`config.mk`:
```
export PLATFORM = sky130hd
export DESIGN_NAME = tfm_fault_manager
export DESIGN_NICKNAME = d
export VERILOG_FILES = /design/src/shared/tfm_pkg.sv /design/src/hdl/tfm_sat_counter.sv /design/src/hdl/tfm_similar_match.sv /design/src/hdl/tfm_fault_manager.sv
export SDC_FILE = /design/constraint.sdc
export NUM_CORES = 1
export LEC_CHECK = 0
export ABC_AREA = 1
export ABC_CLOCK_PERIOD_IN_PS = 7460
export BUFFER_PORTS_ARGS = -buffer_cell sky130_fd_sc_hd__clkbuf_2
export CAP_MARGIN = 15
export CORE_ASPECT_RATIO = 0.7
export CORE_UTILIZATION = 53
export CTS_BUF_LIST = sky130_fd_sc_hd__clkbuf_4 sky130_fd_sc_hd__clkbuf_8
export CTS_CLUSTER_DIAMETER = 150
export CTS_CLUSTER_SIZE = 8
export DETAILED_ROUTE_END_ITERATION = 7
export HOLD_SLACK_MARGIN = 0.06
export MAX_ROUTING_LAYER = met4
export PLACE_DENSITY = 0.75
export SLEW_MARGIN = 40
export SYNTH_ARGS = -nofsm -noshare
export SYNTH_HDL_FRONTEND = slang
export SYNTH_SLANG_ARGS = --single-unit
```
`constraint.sdc`:
```
create_clock -name sys_clk_i -period 7.46 [get_ports sys_clk_i]
set_clock_uncertainty 0.1 [all_clocks]
set_input_delay 1.119 -clock sys_clk_i [delete_from_list [all_inputs] [get_ports sys_clk_i]]
set_output_delay 1.119 -clock sys_clk_i [all_outputs]
set_load 0.02 [all_outputs]
```
`src/shared/tfm_pkg.sv`:
```
/*
 Package for the trip fault memory manager: counter widths, thresholds,
 snapshot field widths and the similar-condition window constants.
 Assumes the monitors deliver engine speed in rpm and load and coolant
 figures as unsigned integers.
*/
package tfm_pkg;
  localparam int unsigned TFM_CNT_W = 7;
  localparam logic [6:0] TFM_LAMP_CLEAR_DRIVES = 7'h03;
  localparam logic [6:0] TFM_LONG_AGE_DRIVES = 7'h28;
  localparam logic [6:0] TFM_SIMILAR_DRIVES = 7'h50;
  localparam logic [6:0] TFM_CNT_ZERO = 7'h00;
  localparam logic [6:0] TFM_CNT_ONE = 7'h01;
  localparam int unsigned TFM_RPM_W = 14;
  localparam int unsigned TFM_LOAD_W = 8;
  localparam int unsigned TFM_TEMP_W = 8;
  localparam logic [13:0] TFM_RPM_WINDOW = 14'h0177;
  // Load tolerance is one tenth: load*10 is compared against ref*9 and ref*11.
  localparam logic [3:0] TFM_LOAD_SCALE = 4'hA;
  localparam logic [3:0] TFM_LOAD_LOW_MUL = 4'h9;
  localparam logic [3:0] TFM_LOAD_HIGH_MUL = 4'hB;
  localparam logic [7:0] TFM_COOLANT_SPLIT = 8'h46;
endpackage : tfm_pkg

```
`src/hdl/tfm_sat_counter.sv`:
```
/*
 Saturating drive counter with clear priority over increment.
 Assumes one clock; clear and increment are single-cycle pulses.
*/
`timescale 1ns/100ps
module tfm_sat_counter
  import tfm_pkg::*;
#(
  parameter int unsigned WIDTH = TFM_CNT_W
) (
  input wire logic sys_clk_i,
  input wire logic srst_i,
  input wire logic clear_i,
  input wire logic incr_i,
  input wire logic [WIDTH-1:0] limit_i,
  output logic [WIDTH-1:0] count_o,
  output logic at_limit_o
);
  logic [WIDTH-1:0] count_q;
  logic [WIDTH-1:0] count_d;

  always_comb begin
    count_d = count_q;
    if (clear_i) begin
      count_d = '0;
    end else if (incr_i && (count_q < limit_i)) begin
      count_d = count_q + 1'b1;
    end
  end

  always_ff @(posedge sys_clk_i) begin
    if (srst_i) begin
      count_q <= '0;
    end else begin
      count_q <= count_d;
    end
  end

  assign count_o = count_q;
  assign at_limit_o = (count_q >= limit_i);
endmodule // tfm_sat_counter

```
`src/hdl/tfm_similar_match.sv`:
```
/*
 Similar-condition comparator: live engine speed, load and coolant against
 the stored snapshot. Purely combinational.
 Assumes all inputs come from the same clock domain.
*/
`timescale 1ns/100ps
module tfm_similar_match
  import tfm_pkg::*;
(
  input wire logic [TFM_RPM_W-1:0] live_rpm_i,
  input wire logic [TFM_LOAD_W-1:0] live_load_i,
  input wire logic [TFM_TEMP_W-1:0] live_temp_i,
  input wire logic [TFM_RPM_W-1:0] snap_rpm_i,
  input wire logic [TFM_LOAD_W-1:0] snap_load_i,
  input wire logic [TFM_TEMP_W-1:0] snap_temp_i,
  output logic match_o
);
  logic [TFM_RPM_W:0] rpm_diff;
  logic rpm_ok;
  logic [TFM_LOAD_W+3:0] load_scaled;
  logic [TFM_LOAD_W+3:0] load_low;
  logic [TFM_LOAD_W+3:0] load_high;
  logic load_ok;
  logic temp_ok;

  always_comb begin
    if (live_rpm_i >= snap_rpm_i) begin
      rpm_diff = {1'b0, live_rpm_i - snap_rpm_i};
    end else begin
      rpm_diff = {1'b0, snap_rpm_i - live_rpm_i};
    end
    rpm_ok = (rpm_diff <= {1'b0, TFM_RPM_WINDOW});
    load_scaled = live_load_i * TFM_LOAD_SCALE;
    load_low = snap_load_i * TFM_LOAD_LOW_MUL;
    load_high = snap_load_i * TFM_LOAD_HIGH_MUL;
    load_ok = (load_scaled >= load_low) && (load_scaled <= load_high);
    temp_ok = ((live_temp_i < TFM_COOLANT_SPLIT) == (snap_temp_i < TFM_COOLANT_SPLIT));
    match_o = rpm_ok && load_ok && temp_ok;
  end
endmodule // tfm_similar_match

```
`src/hdl/tfm_fault_manager.sv`:
```
/*
 Trip fault memory manager for one fault code. One instance per fault code
 keeps its own counters and stored state; the lamp outputs of all instances
 are ORed outside.
 Assumes monitors and the drive-cycle qualifier logic share sys_clk_i and
 deliver one-cycle pulses: a fault detection, an OK result, and an end of
 drive summary carrying the drive's qualifiers. Detection and end of drive
 may not coincide except as documented below.
*/
`timescale 1ns/100ps
module tfm_fault_manager
  import tfm_pkg::*;
#(
  parameter int unsigned CNT_W = TFM_CNT_W
) (
  input wire logic sys_clk_i,
  input wire logic srst_i,
  input wire logic similar_class_i,
  input wire logic fault_detect_i,
  input wire logic ok_detect_i,
  input wire logic drive_end_i,
  input wire logic drive_all_monitored_i,
  input wire logic drive_any_fault_i,
  input wire logic drive_aging_qual_i,
  input wire logic [TFM_RPM_W-1:0] live_rpm_i,
  input wire logic [TFM_LOAD_W-1:0] live_load_i,
  input wire logic [TFM_TEMP_W-1:0] live_temp_i,
  output logic pending_fault_code_o,
  output logic confirmed_fault_code_o,
  output logic fault_indicator_lamp_o,
  output logic [TFM_RPM_W-1:0] pend_snap_rpm_o,
  output logic [TFM_LOAD_W-1:0] pend_snap_load_o,
  output logic [TFM_TEMP_W-1:0] pend_snap_temp_o,
  output logic pend_snap_valid_o,
  output logic [TFM_RPM_W-1:0] conf_snap_rpm_o,
  output logic [TFM_LOAD_W-1:0] conf_snap_load_o,
  output logic [TFM_TEMP_W-1:0] conf_snap_temp_o,
  output logic [CNT_W-1:0] drive_count_o
);
  // Pending and confirmed state.
  logic pend_q;
  logic pend_d;
  logic pend_show_q;
  logic pend_show_d;
  logic psnap_v_q;
  logic psnap_v_d;
  logic conf_q;
  logic conf_d;
  logic conf_show_q;
  logic conf_show_d;
  logic lamp_q;
  logic lamp_d;
  // Trip tracking: whether this trip and the last completed one saw the fault.
  logic fault_this_trip_q;
  logic fault_this_trip_d;
  logic fault_last_trip_q;
  logic fault_last_trip_d;
  // Snapshots: pending from the first trip, confirmed from the second.
  logic [TFM_RPM_W-1:0] prpm_q;
  logic [TFM_RPM_W-1:0] prpm_d;
  logic [TFM_RPM_W-1:0] crpm_q;
  logic [TFM_RPM_W-1:0] crpm_d;
  logic [TFM_LOAD_W-1:0] pload_q;
  logic [TFM_LOAD_W-1:0] pload_d;
  logic [TFM_LOAD_W-1:0] cload_q;
  logic [TFM_LOAD_W-1:0] cload_d;
  logic [TFM_TEMP_W-1:0] ptemp_q;
  logic [TFM_TEMP_W-1:0] ptemp_d;
  logic [TFM_TEMP_W-1:0] ctemp_q;
  logic [TFM_TEMP_W-1:0] ctemp_d;
  // Clean drives counted since the last detection while a code is stored, saturating at all ones.
  logic [CNT_W-1:0] drives_q;
  logic [CNT_W-1:0] drives_d;

  logic second_trip_hit;
  logic lamp_drive;
  logic aging_drive;
  logic similar_drive;
  logic similar_match;
  logic drive_clean;
  logic lamp_off_now;
  logic [CNT_W-1:0] sim_cnt;
  logic lamp_done;
  logic long_done;
  logic sim_done;

  // A detection is a second-trip hit when the previous completed trip also had it.
  assign second_trip_hit = fault_detect_i && fault_last_trip_q;
  assign drive_clean = drive_end_i && !fault_detect_i && !fault_this_trip_q;
  assign lamp_drive = drive_clean && drive_all_monitored_i && !drive_any_fault_i;
  assign aging_drive = drive_clean && drive_aging_qual_i;
  assign similar_drive = drive_clean && similar_match;
  // A malfunction in the cycle the counter tops out clears it, so the lamp
  // stays lit: the clear is taken as winning over the switch-off.
  assign lamp_off_now = lamp_done && !fault_detect_i && !drive_any_fault_i;

  tfm_similar_match u_match (
    .live_rpm_i(live_rpm_i),
    .live_load_i(live_load_i),
    .live_temp_i(live_temp_i),
    .snap_rpm_i(crpm_q),
    .snap_load_i(cload_q),
    .snap_temp_i(ctemp_q),
    .match_o(similar_match)
  );

  // Lamp-clear counter: any detection at all clears it. It only counts while
  // the lamp is lit, so a stale count can never switch off a fresh lamp.
  tfm_sat_counter #(.WIDTH(CNT_W)) u_lamp_cnt (
    .sys_clk_i(sys_clk_i),
    .srst_i(srst_i),
    .clear_i(fault_detect_i || drive_any_fault_i),
    .incr_i(lamp_drive && lamp_q),
    .limit_i(CNT_W'(TFM_LAMP_CLEAR_DRIVES)),
    .count_o(),
    .at_limit_o(lamp_done)
  );

  tfm_sat_counter #(.WIDTH(CNT_W)) u_long_cnt (
    .sys_clk_i(sys_clk_i),
    .srst_i(srst_i),
    .clear_i(fault_detect_i),
    .incr_i(aging_drive && conf_q && !similar_class_i),
    .limit_i(CNT_W'(TFM_LONG_AGE_DRIVES)),
    .count_o(),
    .at_limit_o(long_done)
  );

  tfm_sat_counter #(.WIDTH(CNT_W)) u_sim_cnt (
    .sys_clk_i(sys_clk_i),
    .srst_i(srst_i),
    .clear_i(fault_detect_i),
    .incr_i(similar_drive && conf_q && similar_class_i),
    .limit_i(CNT_W'(TFM_SIMILAR_DRIVES)),
    .count_o(sim_cnt),
    .at_limit_o(sim_done)
  );

  always_comb begin
    pend_d = pend_q;
    pend_show_d = pend_show_q;
    psnap_v_d = psnap_v_q;
    conf_d = conf_q;
    conf_show_d = conf_show_q;
    lamp_d = lamp_q;
    fault_this_trip_d = fault_this_trip_q;
    fault_last_trip_d = fault_last_trip_q;
    prpm_d = prpm_q;
    pload_d = pload_q;
    ptemp_d = ptemp_q;
    crpm_d = crpm_q;
    cload_d = cload_q;
    ctemp_d = ctemp_q;
    drives_d = drives_q;

    if (fault_detect_i) begin
      fault_this_trip_d = 1'b1;
      drives_d = '0;
      if (second_trip_hit) begin
        // Second consecutive trip: confirm with the live data.
        conf_d = 1'b1;
        conf_show_d = 1'b1;
        lamp_d = 1'b1;
        crpm_d = live_rpm_i;
        cload_d = live_load_i;
        ctemp_d = live_temp_i;
        psnap_v_d = 1'b0;
      end else if (!pend_q || !pend_show_q) begin
        // A hidden pending code counts as absent, so a fresh first-trip
        // detection stores and reports it again.
        pend_d = 1'b1;
        pend_show_d = 1'b1;
        psnap_v_d = 1'b1;
        prpm_d = live_rpm_i;
        pload_d = live_load_i;
        ptemp_d = live_temp_i;
      end
    end else if (ok_detect_i) begin
      // An OK result in the trip after a first detection hides the pending code.
      if (fault_last_trip_q && !fault_this_trip_q) begin
        pend_show_d = 1'b0;
      end
      if (similar_class_i) begin
        psnap_v_d = 1'b0;
      end
    end

    if (drive_end_i) begin
      fault_last_trip_d = fault_this_trip_q || fault_detect_i;
      fault_this_trip_d = 1'b0;
      if (drive_clean && (conf_q || pend_q) && (drives_q != {CNT_W{1'b1}})) begin
        drives_d = drives_q + 1'b1;
      end
    end

    // Pending aging, per fault class.
    if (!similar_class_i && lamp_drive && pend_q) begin
      pend_d = 1'b0;
      pend_show_d = 1'b0;
      psnap_v_d = 1'b0;
    end
    if (similar_class_i && conf_q && (sim_cnt != TFM_CNT_ZERO[CNT_W-1:0]) && !fault_detect_i) begin
      pend_d = 1'b0;
      pend_show_d = 1'b0;
    end

    if (lamp_off_now) begin
      lamp_d = 1'b0;
    end
    if (conf_q && !fault_detect_i) begin
      if (!similar_class_i && long_done) begin
        conf_d = 1'b0;
        conf_show_d = 1'b0;
      end
      if (similar_class_i && sim_done) begin
        conf_d = 1'b0;
        conf_show_d = 1'b0;
      end
    end
  end

  always_ff @(posedge sys_clk_i) begin
    if (srst_i) begin
      pend_q <= 1'b0;
      pend_show_q <= 1'b0;
      psnap_v_q <= 1'b0;
      conf_q <= 1'b0;
      conf_show_q <= 1'b0;
      lamp_q <= 1'b0;
      fault_this_trip_q <= 1'b0;
      fault_last_trip_q <= 1'b0;
      prpm_q <= '0;
      pload_q <= '0;
      ptemp_q <= '0;
      crpm_q <= '0;
      cload_q <= '0;
      ctemp_q <= '0;
      drives_q <= '0;
    end else begin
      pend_q <= pend_d;
      pend_show_q <= pend_show_d;
      psnap_v_q <= psnap_v_d;
      conf_q <= conf_d;
      conf_show_q <= conf_show_d;
      lamp_q <= lamp_d;
      fault_this_trip_q <= fault_this_trip_d;
      fault_last_trip_q <= fault_last_trip_d;
      prpm_q <= prpm_d;
      pload_q <= pload_d;
      ptemp_q <= ptemp_d;
      crpm_q <= crpm_d;
      cload_q <= cload_d;
      ctemp_q <= ctemp_d;
      drives_q <= drives_d;
    end
  end

  assign pending_fault_code_o = pend_q && pend_show_q;
  assign confirmed_fault_code_o = conf_show_q;
  assign fault_indicator_lamp_o = lamp_q;
  assign pend_snap_rpm_o = prpm_q;
  assign pend_snap_load_o = pload_q;
  assign pend_snap_temp_o = ptemp_q;
  assign pend_snap_valid_o = psnap_v_q;
  assign conf_snap_rpm_o = crpm_q;
  assign conf_snap_load_o = cload_q;
  assign conf_snap_temp_o = ctemp_q;
  assign drive_count_o = drives_q;
endmodule // tfm_fault_manager

```
After elaboration in Yosys (flattened, before gate mapping)
Cells that the tools add are included.
{ "classes": {"addsub": 6, "multipliers": 3, "n_lt_le_gt_ge": 12, "n_eq_ne": 5, "muxes": 23, "n_bitwise": 1, "reduce_logical": 56} }
{ "ops": {"columns": ["op", "count"], "rows": [
  ["1-bit logical AND", 32],
  ["7-bit by 1-bit adder with 7-bit output, second input constant", 4],
  ["14-bit subtractor", 2],
  ["8-bit by 4-bit multiplier with 12-bit output, second input constant", 2],
  ["7-bit two-way mux", 3],
  ["1-bit two-way mux", 19],
  ["8-bit by 7-bit < comparator with 1-bit output, second input constant", 2],
  ["14-bit greater-or-equal comparator", 1],
  ["14-bit by 9-bit <= comparator with 1-bit output, second input constant", 1],
  ["14-bit two-way mux", 1],
  ["12-bit greater-or-equal comparator", 1],
  ["12-bit <= comparator", 1],
  ["8-bit by 3-bit multiplier with 11-bit output, second input constant", 1],
  ["2-bit OR reduction", 5],
  ["7-bit by 2-bit greater-or-equal comparator with 1-bit output, second input constant", 1],
  ["7-bit by 6-bit greater-or-equal comparator with 1-bit output, second input constant", 1],
  ["7-bit greater-or-equal comparator, second input constant", 1],
  ["7-bit by 2-bit < comparator with 1-bit output, second input constant", 1],
  ["7-bit by 6-bit < comparator with 1-bit output, second input constant", 1],
  ["7-bit < comparator, second input constant", 1],
  ["7-bit != test, second input constant", 1],
  ["7-bit nonzero test", 1],
  ["1-bit zero test", 6],
  ["3-bit AND reduction", 2],
  ["10 further kinds", 15]
]} }
{ "word_totals": {"reg_bits": 96, "in_bits": 39, "out_inout_bits": 71} }

Logic depth before layout (Yosys ltp)
{ "logic_depth": {"ltp_word": 9, "mapped_depth": 30, "depth_no_buf": 30} }

Hierarchy
From an unflattened synthesis, not the netlist that was laid out.
{ "unflattened": {"cells_unflattened": 1275, "area_unflattened_um2": 8370.5} }
{ "by_module_without_submodules": {"columns": ["mod", "n_inst", "cells_per_inst", "area_each_um2", "seq_area_each_um2"], "rows": [
  ["tfm_similar_match", 1, 598, 3570.9, 0.0],
  ["tfm_fault_manager", 1, 392, 2960.3, 1501.4],
  ["tfm_sat_counter", 3, 95, 613.1, 140.1]
]} }

Least setup slack after synthesis
No wires, ideal clock.
{ "synth_path": {"path_type": "register to register", "startpoint": "reg cload_q[1], in the netlist conf_snap_load_o[1]", "endpoint": "reg u_sim_cnt.count_q[4], in the netlist u_sim_cnt.count_o[4]", "setup_time_ns": 0.113, "t_arrival_ns": 3.998, "required_ns": 7.247, "path_slack_ns": 3.249, "path_stages_with_launch": 29, "path_cell_list": "dfxtp_1 -> ha_1 -> fa_1 -> ha_1 -> a21oi_1 -> nand2_1 -> a21oi_1 -> nor2_1 -> nor2_1 -> nor2_1 -> nor2_1 -> o21bai_1 -> nand2_1 -> nand2_1 -> a21oi_1 -> ha_1 -> a21oi_1 -> o21a_1 -> nand2_1 -> nor2_1 -> nor2_1 -> nor2_1 -> nand2_1 -> nor2_1 -> nand2_1 -> nor3_1 -> nand3_1 -> nor2_1 -> nor2_1"} }
{ "synth_between": {"elab_chain_len": 9} }
{ "synth_rtl": {"columns": ["item", "line_no", "source"], "rows": [
  ["start, declared", "tfm_fault_manager.sv:65", "logic [TFM_LOAD_W-1:0] cload_q;"],
  ["start signal, assigned", "tfm_fault_manager.sv:252", "cload_q <= cload_d;"],
  ["8-bit by 4-bit multiplier with 12-bit output (on tied branches)", "tfm_similar_match.sv:34, tfm_similar_match.sv:35", null],
  ["12-bit greater-or-equal comparator / 12-bit <= comparator (equally long branches)", "tfm_similar_match.sv:36", "load_ok = (load_scaled >= load_low) && (load_scaled <= load_high);"],
  ["1-bit logical AND *", "tfm_similar_match.sv:36", null],
  ["1-bit logical AND * (2 in series)", "tfm_similar_match.sv:38", "match_o = rpm_ok && load_ok && temp_ok;"],
  ["1-bit logical AND *", "tfm_fault_manager.sv:92", "assign similar_drive = drive_clean && similar_match;"],
  ["1-bit logical AND * (2 in series)", "tfm_fault_manager.sv:133", ".incr_i(similar_drive && conf_q && similar_class_i),"],
  ["1-bit logical AND *", "tfm_sat_counter.sv:26", "end else if (incr_i && (count_q < limit_i)) begin"],
  ["end signal, assigned", "tfm_sat_counter.sv:35", "count_q <= count_d;"],
  ["end, declared", "tfm_sat_counter.sv:19", "logic [WIDTH-1:0] count_q;"]
]} }
Mark *: on every way between the ends. The rest lies on a longest branch, timed or not.
A chain may end at the register's enable or synchronous reset.

Final worst setup path
{ "layout_path": {"startpoint": "reg cload_q[3], in the netlist conf_snap_load_o[3]", "endpoint": "reg u_sim_cnt.count_q[4], in the netlist u_sim_cnt.count_o[4]"} }
The elaborated chain is that of the path after synthesis.

==> reports/qor.csv <==
stage,metric,value,unit
place,dp_hpwl,14.65,mm
yosys,synth.yosys.seq_area_share,26.22,%
yosys,synth_enable_flop_cells,0,
pwr,clk_pwr_share,27.0,%
global_route,final_global_route_overflow_total,0,
routing,num_vias,6977,
sta,final_period_minus_worst_setup_slack,4.600,ns
yosys,postSynth.topFlopCell,sky130_fd_sc_hd__dfxtp_1,
layout,layout.filler_cells,1251,
routing,remaining_drc_errors,0,
sta,finalSetupTns,0,ns
yosys,synth.avg_cell_area,6.831,um^2
layout,insertedDiodeCount,0,
worst_setup_path,start_kind,flop,
clock_tree,clock_latency,0.38,ns
clock_tree,clock_tree.root_cell,sky130_fd_sc_hd__clkbuf_8,
sta,timing.slew.headroom,59.08,%
floorplan,core_region_area,13310,um^2
sta,hold_viol_final,0,
flow_run,drv.max_cap_violation_count,0,
pwr,share_comb_of_total_power,33.5,%
sta,fmax,217.4,MHz
floorplan,floorplan.die_area,14310,um^2
pwr,p_int,0.8711,mW
layout,fin_util,62.16,%
routing,ant_nets,0,
floorplan,boundaryPins,110,
floorplan,die_h,100.4,um
yosys,netlist_instances,1073,
routing,detailedRoute.firstPassIterationCount,5,
place,placed_area,8058,um^2
sta,timing_worst_slew_pin_value,0.5984,ns
yosys,post-synth-top-count-cell,sky130_fd_sc_hd__nand2_1,
layout,seqCellArea,1922,um^2
yosys,yosys_synthesis_warning_count,0,
clock_tree,cts-buffers-inserted,9,
layout,final_layout_size_suffix_gt1_share,15.11,%
yosys,synth_top_area_share,26.22,%
worst_setup_path,biggest_fanout_along_the_worst_timing_path,7,
clock_tree,cts_resized,0,
routing,drt-initial-drc-count,472,
global_route,grt_max_degree,51,
clock_tree,clk_path_buf_depth,2,
clock_tree,holdBufCountCts,0,
worst_setup_path,timing.critical_path.slowest_stage_cell,sky130_fd_sc_hd__dfxtp_1,
global_route,first_global_vias,6378,
pwr,pwr_density_cell,172.5,nW/um^2
sta,timing.final.ws_setup,2.860,ns
worst_setup_path,crit_top_cell,sky130_fd_sc_hd__nor2_1,
sta,final-max-slew-violation-count,0,
worst_setup_path,worst_ep_required_time,7.65,ns
yosys,synth_area,7330,um^2
clock_tree,cts_post_setup_buffers_inserted,0,
clock_tree,clkSlewWorstSetupHoldPaths,0.12,ns
clock_tree,clock_sinks,96,
worst_setup_path,criticalPathCategory,flop to flop,
worst_setup_path,worst_setup_path_end_kind,flop,
yosys,async_flop_share,0,%
worst_setup_path,worst_ep_arrival_time,4.79,ns
place,place_inst,1347,
yosys,leading_post_synthesis_cells_by_instance_count,"sky130_fd_sc_hd__nand2_1 (205), sky130_fd_sc_hd__inv_1 (175), sky130_fd_sc_hd__nor2_1 (126)",
sta,setup_viol,0,
clock_tree,cts_tree,built,
pwr,p_seq_share,39.4,%
global_route,antenna_found_initial,0,
layout,final_nets,1318,
sta,rsz0062_at_grt,false,
layout,syn_to_final_growth,12.91,%
layout,multi_input_comb_area,4609,um^2
yosys,cell_type_with_the_largest_total_area_after_synthesis,sky130_fd_sc_hd__dfxtp_1,
routing,avgRoutedWirePerCell,13.52,um
worst_hold_path,min-delay-path-class,flop to flop,
clock_tree,cts_htree_levels,3,
layout,stdcell_count,1363,
place,pre_cts_slack,2.720,ns
floorplan,die-width,142.6,um
yosys,synth.top_cells.by_area,"sky130_fd_sc_hd__dfxtp_1 (26%), sky130_fd_sc_hd__ha_1 (16%), sky130_fd_sc_hd__nand2_1 (10%), sky130_fd_sc_hd__inv_1 (9.0%), sky130_fd_sc_hd__nor2_1 (6.5%)",
floorplan,floorplan.initialDensity,55.06,%
global_route,grt_pass1_wl,31.04,mm
place,gpl_wtd_cong,0.9425,
yosys,mappedNetlistNets,1218,
place,placement.io_buffers,109,
worst_setup_path,critPathMaxStageDelay,0.55,ns
pwr,leakage,4.233,nW
layout,finish.instance_area,8275,um^2
pwr,p_switching,0.5564,mW
sta,final_min_period_over_clock_period,61.66,%
floorplan,placementRows,35,
yosys,yosysUniqueCellTypes,44,
routing,wl,18.42,mm
global_route,globalRouteTotalUtil,28.21,%
outcome,outcome,"finished, final reports clean",
yosys,synth-seq-cells,96,
pwr,sw_frac_of_total,38.98,%
pwr,ir_worst_vdd,108.3,uV
routing,drt-vias-per-instance,5.119,
==> cells by family (layout without fill, tap and decap cells) <==
kind of cell / Yosys count / count (layout) / synth area share [%]
simple gates: 445 / 445 / 26.78
fa+ha+maj: 106 / 106 / 19.12
compound gates: 194 / 194 / 14.02
flops: 96 / 96 / 26.22
xor+xnor: 24 / 24 / 2.868
buf+inv: 208 / 313 / 10.99
==> final cells by class <==
cell class	instances	area share [%]
clock buffers	9	1.497
repair buffers	113	7.288
multi-input cells	769	55.70
clock inverters	7	1.134
flip-flops and latches	96	23.22
well taps	185	2.797
inverters	184	8.361
==> power by group through the flow <==
| stage | clock network [mW] | logic, mW | registers [mW] |
|---|---|---|---|
| finish | 0.386 | 0.479 | 0.563 |
| global route | 0.410 | 0.546 | 0.566 |
| CTS | 0.394 | 0.476 | 0.563 |
| detailed placement | 0 | 0.472 | 0.574 |
| global placement | 0 | 0.462 | 0.574 |
| floorplan | 0 | 0.316 | 0.600 |
==> flip-flops by register name, indices dropped and copies added, names as in the netlist <==
name and flops:
u_long_cnt.count_o 7, conf_snap_temp_o 8, pend_snap_valid_o 1, u_lamp_cnt.count_o 7, fault_this_trip_q 1, confirmed_fault_code_o 1
conf_snap_load_o 8, pend_snap_rpm_o 14, pend_snap_load_o 8, pend_show_q 1, conf_q 1, fault_last_trip_q 1
fault_indicator_lamp_o 1, pend_snap_temp_o 8, drive_count_o 7, u_sim_cnt.count_o 7, conf_snap_rpm_o 14, pend_q 1
==> cells in the final DEF (no fill, tap or decap), types with 16 or more instances in the layout <==
master / count
sky130_fd_sc_hd__nand2_1: 205
sky130_fd_sc_hd__o21ai_0: 84
sky130_fd_sc_hd__inv_1: 175
sky130_fd_sc_hd__clkbuf_2: 109
sky130_fd_sc_hd__nand3_1: 41
sky130_fd_sc_hd__ha_1: 96
sky130_fd_sc_hd__a21oi_1: 91
sky130_fd_sc_hd__dfxtp_1: 96
sky130_fd_sc_hd__nor2_1: 125
sky130_fd_sc_hd__nor3_1: 16
==> layer usage <==
| metal | track usage, % | part of all wire, % | vias up |
|---|---|---|---|
| met2 | 39.59 | 40 | 220 |
| met4 | 5.624 | 1.0 | 0 |
| li1 | - | - | 3639 |
| met1 | 41.89 | 53 | 3097 |
| met5 | - | 0 | - |
| met3 | 4.723 | 6.3 | 21 |
==> worst max-delay path: cells and delay by family (launching register included) <==
family | cells | cell delay [ns]
compound gates | 6 | 0.80
fa+ha+maj | 4 | 1.40
flops | 1 | 0.55
simple gates | 18 | 1.67
==> path summary, 6_finish.rpt <==
path	startpoint	to	slack [ns]	cells after the start
worst min-delay path	u_lamp_cnt.count_o[6]$_SDFFE_PP0P_	u_lamp_cnt.count_o[6]$_SDFFE_PP0P_	0.34	2
worst max register to register	conf_snap_load_o[3]$_SDFFE_PP0P_	u_sim_cnt.count_o[4]$_SDFFE_PP0P_	2.86	28
worst min register to register	u_lamp_cnt.count_o[6]$_SDFFE_PP0P_	u_lamp_cnt.count_o[6]$_SDFFE_PP0P_	0.34	2
worst max-delay path	conf_snap_load_o[3]$_SDFFE_PP0P_	u_sim_cnt.count_o[4]$_SDFFE_PP0P_	2.86	28
==> metrics by stage <==
stage               hold slack [ns]  power, mW
floorplan                    0.3050     0.9159
global placement             0.3173      1.035
detailed placement           0.3181      1.046
CTS                          0.3365      1.432
global route                 0.3597      1.522
finish                       0.3406      1.427
Note: power is estimated with default switching activity, not from simulation.
